--- config.mk ---
export PLATFORM = sky130hd
export DESIGN_NAME = nv_commit_regs
export DESIGN_NICKNAME = d
export VERILOG_FILES = /design/src/nv_commit_pkg.sv /design/src/page_map_if.sv /design/src/page_addr_map.sv /design/src/nv_commit_regs.sv
export SDC_FILE = /design/constraint.sdc
export NUM_CORES = 1
export LEC_CHECK = 0
export BUFFER_PORTS_ARGS = -buffer_cell sky130_fd_sc_hd__clkbuf_2
export CAP_MARGIN = 20
export CORE_MARGIN = 1
export CORE_UTILIZATION = 50
export CTS_BUF_LIST = sky130_fd_sc_hd__clkbuf_8
export CTS_CLUSTER_DIAMETER = 30
export CTS_CLUSTER_SIZE = 24
export DETAILED_ROUTE_END_ITERATION = 8
export PLACE_DENSITY = 0.78
export SYNTH_ARGS = -nofsm -noshare
export SYNTH_HDL_FRONTEND = slang
export SYNTH_SLANG_ARGS = --single-unit
--- constraint.sdc ---
create_clock -name ref_clk -period 3.7 [get_ports ref_clk]
set_clock_uncertainty 0.1 [all_clocks]
set_input_delay 0.185 -clock ref_clk [delete_from_list [all_inputs] [get_ports ref_clk]]
set_output_delay 0.185 -clock ref_clk [all_outputs]
set_load 0.1 [all_outputs]
--- src/nv_commit_pkg.sv ---
/*
 * Constants for the commit page select and crystal load-cap readback block.
 * Assumes a byte-wide register port driven by an I2C slave front end.
 */
// Functional notes
// - Commit page select is a 4-bit field, reset zero, naming the commit target page.
// - Six stored pages; two input pins pick the power-up default page.
// - 10-bit load-cap value readable only: bits 9:8 and 7:0 in two bytes.
// - Image holds six pages, common bytes placed first, then per-page bytes.
package nv_commit_pkg;
	localparam logic [7:0] COMMIT_PAGE_SELECT_OFS        = 8'h91;
	localparam logic [7:0] CRYSTAL_CAP_READBACK_HIGH_OFS = 8'hc7;
	localparam logic [7:0] CRYSTAL_CAP_READBACK_LOW_OFS  = 8'hc8;
	localparam logic [3:0] COMMIT_PAGE_RESET             = 4'h0;
	localparam logic [3:0] COMMIT_PAGE_LAST              = 4'h5;
	localparam int         PAGE_COUNT                    = 6;
	localparam int         COMMON_BYTES                  = 39;
	localparam int         PAGE_BYTES                    = 51;
	localparam int         IMAGE_ADDR_W                  = 9;
	localparam int         CAP_W                         = 10;
	localparam logic [9:0] CAP_RESET                     = 10'h000;
endpackage : nv_commit_pkg

--- src/page_map_if.sv ---
/*
 * Carrier between the register top and the page address mapper.
 * Assumes one clock domain.
 */
interface page_map_if;
	import nv_commit_pkg::*;
	logic [3:0]              page;
	logic [5:0]              offset;
	logic [IMAGE_ADDR_W-1:0] addr;
	logic                    valid;
	modport ctrl (output page, output offset, input addr, input valid);
	modport map  (input page, input offset, output addr, output valid);
endinterface : page_map_if

--- src/page_addr_map.sv ---
/*
 * Maps page and page-relative byte offset onto the image address.
 * Assumes offset below the per-page byte count.
 */
module page_addr_map
	import nv_commit_pkg::*;
(
	page_map_if.map pm // Page and offset in, address out
);
	localparam logic [IMAGE_ADDR_W-1:0] BASE = IMAGE_ADDR_W'(COMMON_BYTES);
	localparam logic [IMAGE_ADDR_W-1:0] STEP = IMAGE_ADDR_W'(PAGE_BYTES);

	// Common bytes come first, pages follow back to back
	assign pm.valid = (pm.page <= COMMIT_PAGE_LAST);
	assign pm.addr  = BASE + IMAGE_ADDR_W'(pm.page) * STEP
		+ IMAGE_ADDR_W'(pm.offset);
endmodule : page_addr_map

--- src/nv_commit_regs.sv ---
/*
 * Commit page select register, power-up page pick and load-cap readback.
 * Assumes a byte register port already decoded from I2C, one-cycle strobes.
 */
module nv_commit_regs
	import nv_commit_pkg::*;
(
	input  wire logic                    ref_clk,      // 50 MHz clock
	input  wire logic                    rst,          // Async reset, high
	input  wire logic [7:0]              reg_addr,     // Register address
	input  wire logic [7:0]              reg_wdata,    // Write data
	input  wire logic                    reg_wr,       // Write strobe
	input  wire logic                    reg_rd,       // Read strobe
	output logic      [7:0]              reg_rdata,    // Read data
	input  wire logic [1:0]              page_pins,    // Power-up page pins
	input  wire logic                    pins_latch,   // Latch pins, pulse
	input  wire logic [CAP_W-1:0]        cap_setting,  // Live load-cap value
	input  wire logic [5:0]              page_offset,  // Byte within page
	output logic      [IMAGE_ADDR_W-1:0] commit_addr,  // Commit address
	output logic                         commit_valid, // Page legal
	output logic      [2:0]              default_page  // Power-up page
);
	// ****************************************
	// Registers
	// ****************************************
	logic [3:0]       commit_page_field;
	logic [CAP_W-1:0] crystal_load_cap_value;
	page_map_if       pm ();

	always_ff @(posedge ref_clk or posedge rst) begin
		if (rst) begin
			commit_page_field <= COMMIT_PAGE_RESET;
		end else if (reg_wr && reg_addr == COMMIT_PAGE_SELECT_OFS) begin
			commit_page_field <= reg_wdata[3:0];
		end
	end

	// Register resamples cap_setting every clock; the two readback bytes are not held coherent between reads
	always_ff @(posedge ref_clk or posedge rst) begin
		if (rst) begin
			crystal_load_cap_value <= CAP_RESET;
		end else begin
			crystal_load_cap_value <= cap_setting;
		end
	end

	always_ff @(posedge ref_clk or posedge rst) begin
		if (rst) begin
			default_page <= 3'h0;
		end else if (pins_latch) begin
			default_page <= {1'b0, page_pins};
		end
	end

	// ****************************************
	// Read path
	// ****************************************
	always_ff @(posedge ref_clk or posedge rst) begin
		if (rst) begin
			reg_rdata <= 8'h00;
		end else if (reg_rd) begin
			if (reg_addr == COMMIT_PAGE_SELECT_OFS) begin
				reg_rdata <= {4'h0, commit_page_field};
			end else if (reg_addr == CRYSTAL_CAP_READBACK_HIGH_OFS) begin
				reg_rdata <= {6'h00, crystal_load_cap_value[9:8]};
			end else if (reg_addr == CRYSTAL_CAP_READBACK_LOW_OFS) begin
				reg_rdata <= crystal_load_cap_value[7:0];
			end else begin
				reg_rdata <= 8'h00;
			end
		end
	end

	// ****************************************
	// Commit target
	// ****************************************
	assign pm.page   = commit_page_field;
	assign pm.offset = page_offset;

	page_addr_map u_map (
		.pm (pm)
	);

	// Illegal page codes are flagged, never mapped past the image
	always_ff @(posedge ref_clk or posedge rst) begin
		if (rst) begin
			commit_addr  <= '0;
			commit_valid <= 1'b0;
		end else begin
			commit_addr  <= pm.valid ? pm.addr : '0;
			commit_valid <= pm.valid;
		end
	end

	// ****************************************
	// Checks: register port
	// ****************************************
	AST_PAGE_WRITE: assert property (
		@(posedge ref_clk) disable iff (rst)
		reg_wr && reg_addr == COMMIT_PAGE_SELECT_OFS
		|=> commit_page_field == $past(reg_wdata[3:0]))
		else $error("commit page not stored");

	AST_PAGE_HOLD: assert property (
		@(posedge ref_clk) disable iff (rst)
		!reg_wr
		|=> $stable(commit_page_field))
		else $error("page changed without write");

	// A write to any other offset must leave the page alone
	AST_PAGE_ONLY_OWN: assert property (
		@(posedge ref_clk) disable iff (rst)
		reg_wr && reg_addr != COMMIT_PAGE_SELECT_OFS
		|=> $stable(commit_page_field))
		else $error("page changed by foreign write");

	AST_PAGE_READ: assert property (
		@(posedge ref_clk) disable iff (rst)
		reg_rd && reg_addr == COMMIT_PAGE_SELECT_OFS
		|=> reg_rdata == {4'h0, $past(commit_page_field)})
		else $error("page readback wrong");

	AST_CAP_HIGH: assert property (
		@(posedge ref_clk) disable iff (rst)
		reg_rd && reg_addr == CRYSTAL_CAP_READBACK_HIGH_OFS
		|=> reg_rdata == {6'h00, $past(crystal_load_cap_value[9:8])})
		else $error("cap high byte wrong");

	AST_CAP_LOW: assert property (
		@(posedge ref_clk) disable iff (rst)
		reg_rd && reg_addr == CRYSTAL_CAP_READBACK_LOW_OFS
		|=> reg_rdata == $past(crystal_load_cap_value[7:0]))
		else $error("cap low byte wrong");

	AST_CAP_RO: assert property (
		@(posedge ref_clk) disable iff (rst)
		reg_wr
		|=> crystal_load_cap_value == $past(cap_setting))
		else $error("cap value writable");

	AST_CAP_SNAPSHOT: assert property (
		@(posedge ref_clk) disable iff (rst)
		$changed(cap_setting)
		|=> crystal_load_cap_value == $past(cap_setting))
		else $error("cap snapshot stale");

	AST_UNMAPPED_READ: assert property (
		@(posedge ref_clk) disable iff (rst)
		reg_rd && reg_addr != COMMIT_PAGE_SELECT_OFS
		&& reg_addr != CRYSTAL_CAP_READBACK_HIGH_OFS
		&& reg_addr != CRYSTAL_CAP_READBACK_LOW_OFS
		|=> reg_rdata == 8'h00)
		else $error("unmapped read not zero");

	// Read data must stand until the next read strobe
	AST_RDATA_HOLD: assert property (
		@(posedge ref_clk) disable iff (rst)
		!reg_rd
		|=> $stable(reg_rdata))
		else $error("read data changed without read");

	// ****************************************
	// Checks: commit target
	// ****************************************
	AST_PAGE_LEGAL: assert property (
		@(posedge ref_clk) disable iff (rst)
		commit_page_field > COMMIT_PAGE_LAST
		|=> !commit_valid)
		else $error("illegal page accepted");

	AST_PAGE_ACCEPT: assert property (
		@(posedge ref_clk) disable iff (rst)
		commit_page_field <= COMMIT_PAGE_LAST
		|=> commit_valid)
		else $error("legal page refused");

	AST_ADDR_ILLEGAL: assert property (
		@(posedge ref_clk) disable iff (rst)
		!commit_valid
		|-> commit_addr == '0)
		else $error("illegal page mapped");

	AST_ADDR_LAYOUT: assert property (
		@(posedge ref_clk) disable iff (rst)
		commit_valid
		|-> commit_addr >= IMAGE_ADDR_W'(COMMON_BYTES))
		else $error("page overlaps common bytes");

	// Address lags the page and offset by one register stage
	AST_ADDR_EXACT: assert property (
		@(posedge ref_clk) disable iff (rst)
		commit_valid
		|-> commit_addr == IMAGE_ADDR_W'(COMMON_BYTES)
			+ IMAGE_ADDR_W'($past(commit_page_field))
			* IMAGE_ADDR_W'(PAGE_BYTES)
			+ IMAGE_ADDR_W'($past(page_offset)))
		else $error("commit address off layout");

	AST_ADDR_BOUND: assert property (
		@(posedge ref_clk) disable iff (rst)
		commit_valid && $past(page_offset) < PAGE_BYTES
		|-> commit_addr < IMAGE_ADDR_W'(COMMON_BYTES + PAGE_COUNT * PAGE_BYTES))
		else $error("commit address past image");

	// ****************************************
	// Checks: power-up page
	// ****************************************
	AST_DEFAULT_PAGE: assert property (
		@(posedge ref_clk) disable iff (rst)
		pins_latch
		|=> default_page == {1'b0, $past(page_pins)})
		else $error("default page not latched");

	// Pins may move freely once latched
	AST_DEFAULT_HOLD: assert property (
		@(posedge ref_clk) disable iff (rst)
		!pins_latch
		|=> $stable(default_page))
		else $error("default page moved without latch");

	// ****************************************
	// Coverage
	// ****************************************
	COV_PAGE5: cover property (@(posedge ref_clk) disable iff (rst)
		reg_wr && reg_addr == COMMIT_PAGE_SELECT_OFS
		&& reg_wdata[3:0] == COMMIT_PAGE_LAST);

	COV_CAP_READ: cover property (@(posedge ref_clk) disable iff (rst)
		reg_rd && reg_addr == CRYSTAL_CAP_READBACK_HIGH_OFS
		##[1:3] reg_rd && reg_addr == CRYSTAL_CAP_READBACK_LOW_OFS);

	COV_BAD_PAGE: cover property (@(posedge ref_clk) disable iff (rst)
		commit_page_field > COMMIT_PAGE_LAST);

	COV_DEFAULT_LATCH: cover property (@(posedge ref_clk) disable iff (rst)
		pins_latch && page_pins == 2'h3);

	COV_COMMIT_LAST: cover property (@(posedge ref_clk) disable iff (rst)
		commit_valid && commit_addr
		== IMAGE_ADDR_W'(COMMON_BYTES + PAGE_COUNT * PAGE_BYTES - 1));
endmodule : nv_commit_regs

==> results by group <==
Run status
  • Run status: completed

Synth
  • Top_reg_cell synth: dfrtp_1
  • Yosys cell types: 38
  • Number of synthesized flops with an enable pin: 0
  • Synth Area in XOR/XNOR: 1.38%
  • Post-Synth Adder-Cell Area: 20.9%
  • Post-synth top area cell: dfrtp_1
  • Multiplexer share of the synthesized area: 4.33%
  • YS warnings: 0
  • Synth cell count leaders: dfrtp_1, inv_1, ha_1
  • Simple-Gate Fraction of Synth Area: 11.6%
  • Cell area after synthesis: 0.00191 mm^2
  • Largest family of logic cells by synthesized area: adder cells
  • Compound-Gate Fraction of Synth Area: 10.9%
  • Area contributors post-synth: dfrtp_1, ha_1, fa_1, inv_1, mux2_4
  • Synth Net Count: 233
  • Synth top area share: 44.6%
  • Post-synthesis async set-or-reset flop share: 100%
  • Register area share after synthesis: 44.6%
  • FF+latch count, synth: 34
  • Count leader, synth: dfrtp_1
  • Syn_area_per_cell: 11.4 um^2
  • Gate Count Post-Synth: 167

GRT
  • First-pass GRT wire length: 5930 um
  • Largest net degree at the start of global routing: 35
  • Initial antenna violation count: 0
  • Vias in the first global route: 1,361
  • Total gr overflow: 0
  • GRT Util Overall: 19.6%

Timing
  • Setup-failing EPs final: 0
  • Final Critical Period: 3.43 ns
  • Fin. Hold Viols: 0
  • Relative slew slack: 63.3%
  • RSZ-0062 raised after global routing: no
  • Final setup margin: 0.271 ns
  • Fmax achieved: 0.292 GHz
  • Max Slew Vio Count: 0
  • Slew @ Worst Pin: 0.553 ns
  • Final Cycle Share: 92.7%
  • Setup TNS: 0 ns

Clock tree
  • Clk buf depth: 2
  • Root cell of the clock tree: clkbuf_8
  • Clock transition at path regs: 0.07 ns
  • CTS Sinks: 34
  • CTS tree: done
  • H-tree depth: 2
  • CTS Buf Count: 5
  • Post-CTS setup buffer count: 0
  • Worst skew pair latency: 0.30 ns

Worst setup path
  • Crit-path max cell delay: 0.57 ns
  • Crit. End Element: register
  • Critical path class: reg2reg
  • CP bufs+invs: 4
  • Crit path launch type: register
  • Reg-to-Reg End: commit_addr[8]$_DFF_PP0_
  • Crit-path slowest cell: fa_1
  • Worst EP arrival: 3.54 ns
  • Critical path's most frequent cell: inv_1
  • Cells along the critical path: inv_1, fa_1, inv_1, fa_1, inv_1, ha_1, inv_1, fa_1, nor2b_1, o31ai_1, a2111o_1, o21ai_0
  • Crit path max fanout: 5
  • R2R depth: 12
  • Internal reg-to-reg setup slack: 0.27 ns
  • Delay-heaviest family, CP: adder cells
  • Worst Path Required: 3.81 ns
  • Launching point of the worst reg2reg path: commit_page_field[0]$_DFFE_PP0P_

Detailed routing
  • # DRC: 0
  • Post-DR vias/cell: 4.92
  • DR pass1 iterations: 4
  • DR iter-0 viols: 104
  • Total wire length: 3550 um
  • Routed len/inst: 12.4 um
  • Total number of vias: 1,408
  • Post-route ant nets: 0

Power
  • Internal cell power: 818 uW
  • Pwr dens: 570 mW/mm^2
  • Sw Share: 41.9%
  • Leakage power: 1.31 nW
  • Peak VDD IR: 323 uV
  • P_sw: 590 uW
  • Combinational power share: 39.7%
  • Clk pwr share: 29.3%
  • Reg power frac: 31.0%

Floorplanning
  • Core area: 0.00366 mm^2
  • Core Rows: 22
  • IO Count: 60
  • Die Ht: 63.8 um
  • Die width: 63.8 um
  • Die footprint: 0.00406 mm^2
  • Initial Util: 52.1%

Final layout
  • Share of cells above drive strength 1: 31.1%
  • Nets: 303
  • Post-Layout Cell Count: 286
  • N_diodes: 0
  • Area delta synth->final: 29.5%

Hold path
  • Worst Hold Endpoint: commit_page_field[2]$_DFFE_PP0P_
  • Hold path cells: 2
  • Hold crit path type: in2reg
  • Min-Delay Startpoint: reg_wdata[2]

Placement
  • Pre-CTS setup slack: 0.301 ns
  • Gpl congestion: 0.797
  • Final HPWL DP: 2730 um
  • PortBufs: 54
  • # placed instances: 267

Run
  • MaxCap Viol Count: 0
timing repair:
item | in CTS | in global routing
resized for setup | 0 | 0
hold buffers | 11 | 0
endpoints found under the hold margin | 44 | 0
state kept, by name, summed over array words and instances, names as in the netlist:
register	cells
crystal_load_cap_value	10
commit_addr	9
reg_rdata	8
commit_page_field	4
default_page	2
commit_valid	1
cells in the final DEF (no fill, tap or decap), types with 2 or more instances in the layout:
cell | synthesis | routed
clkbuf_2 | 0 | 54
dfrtp_1 | 34 | 34
inv_1 | 25 | 25
ha_1 | 19 | 19
nor2_1 | 14 | 14
nand2_1 | 11 | 11
dlygate4sd3_1 | 0 | 11
fa_1 | 8 | 8
a211oi_1 | 5 | 5
clkbuf_8 | 0 | 5
nor2b_1 | 4 | 4
o2bb2ai_1 | 4 | 4
mux2_4 | 4 | 4
o21a_1 | 3 | 3
o21ai_0 | 3 | 3
xnor2_1 | 2 | 2
a21oi_1 | 2 | 2
mux2_2 | 2 | 2
and4b_1 | 2 | 2
a31oi_1 | 2 | 2
a21boi_0 | 2 | 2
a221oi_1 | 2 | 2
bufinv_16 | 0 | 2
power groups by stage:
stage / registers (mW) / clock network [mW] / logic (mW)
global route: 0.440 / 0.440 / 0.592
detailed placement: 0.444 / 0 / 0.548
finish: 0.436 / 0.412 / 0.558
floorplan: 0.733 / 0 / 0.157
CTS: 0.437 / 0.418 / 0.561
global placement: 0.440 / 0 / 0.540
logic make-up (layout without fill, tap and decap cells):
family	after synthesis	in the layout
adder cells (fa/ha/maj)	27	27
multiplexers	6	6
other	1	1
XOR/XNOR	3	3
flip-flops	34	34
AND/OR/NAND/NOR	40	40
AO/OA/AOI/OAI	28	28
buffers and inverters	28	99
layer usage:
metal / track usage (%) / wire length [um] / vias up
met2: 31.4 / 1720 / 44
li1: - / - / 700
met3: 5.71 / 169 / 6
met5: 0 / 0 / -
met1: 24.7 / 1610 / 658
met4: 8.24 / 52 / 0
final cells by class:
class                           count  area (um^2)
Timing Repair Buffer               66          388
Clock buffer                        5         68.8
Sequential cell                    34          851
Tap cell                           48         60.1
Inverter                           25         93.8
Fill cell                         283         1190
Clock inverter                      3         68.8
Multi-Input combinational cell    105          940
how the worst max path moves through the flow:
stage | from | endpoint | slack [ns] | depth (start not counted)
after CTS | commit_page_field[0]$_DFFE_PP0P_ | commit_addr[8]$_DFF_PP0_ | 0.27 | 12
after global routing | commit_page_field[0]$_DFFE_PP0P_ | commit_addr[8]$_DFF_PP0_ | 0.11 | 12
after floorplan | commit_page_field[0]$_DFFE_PP0P_ | commit_addr[8]$_DFF_PP0_ | 0.68 | 12
after detailed placement | commit_page_field[0]$_DFFE_PP0P_ | commit_addr[8]$_DFF_PP0_ | 0.30 | 12
after global placement | commit_page_field[0]$_DFFE_PP0P_ | commit_addr[8]$_DFF_PP0_ | 0.43 | 12
final | commit_page_field[0]$_DFFE_PP0P_ | commit_addr[8]$_DFF_PP0_ | 0.27 | 12
per-stage QoR:
step / total power [mW] / hold slack, ns / utilization [%] / cell area, um^2
2_1_floorplan: 0.889 / 0.116 / - / 1910
3_3_place_gp: 0.981 / 0.174 / 60.7 / 2220
3_5_place_dp: 0.992 / 0.183 / 60.7 / 2220
4_1_cts: 1.42 / 0.0131 / 67.5 / 2470
5_1_grt: 1.47 / 0.0108 / 67.5 / 2470
6_report: 1.41 / 0.0178 / 67.5 / 2470
(Power assumes the default switching activity.)
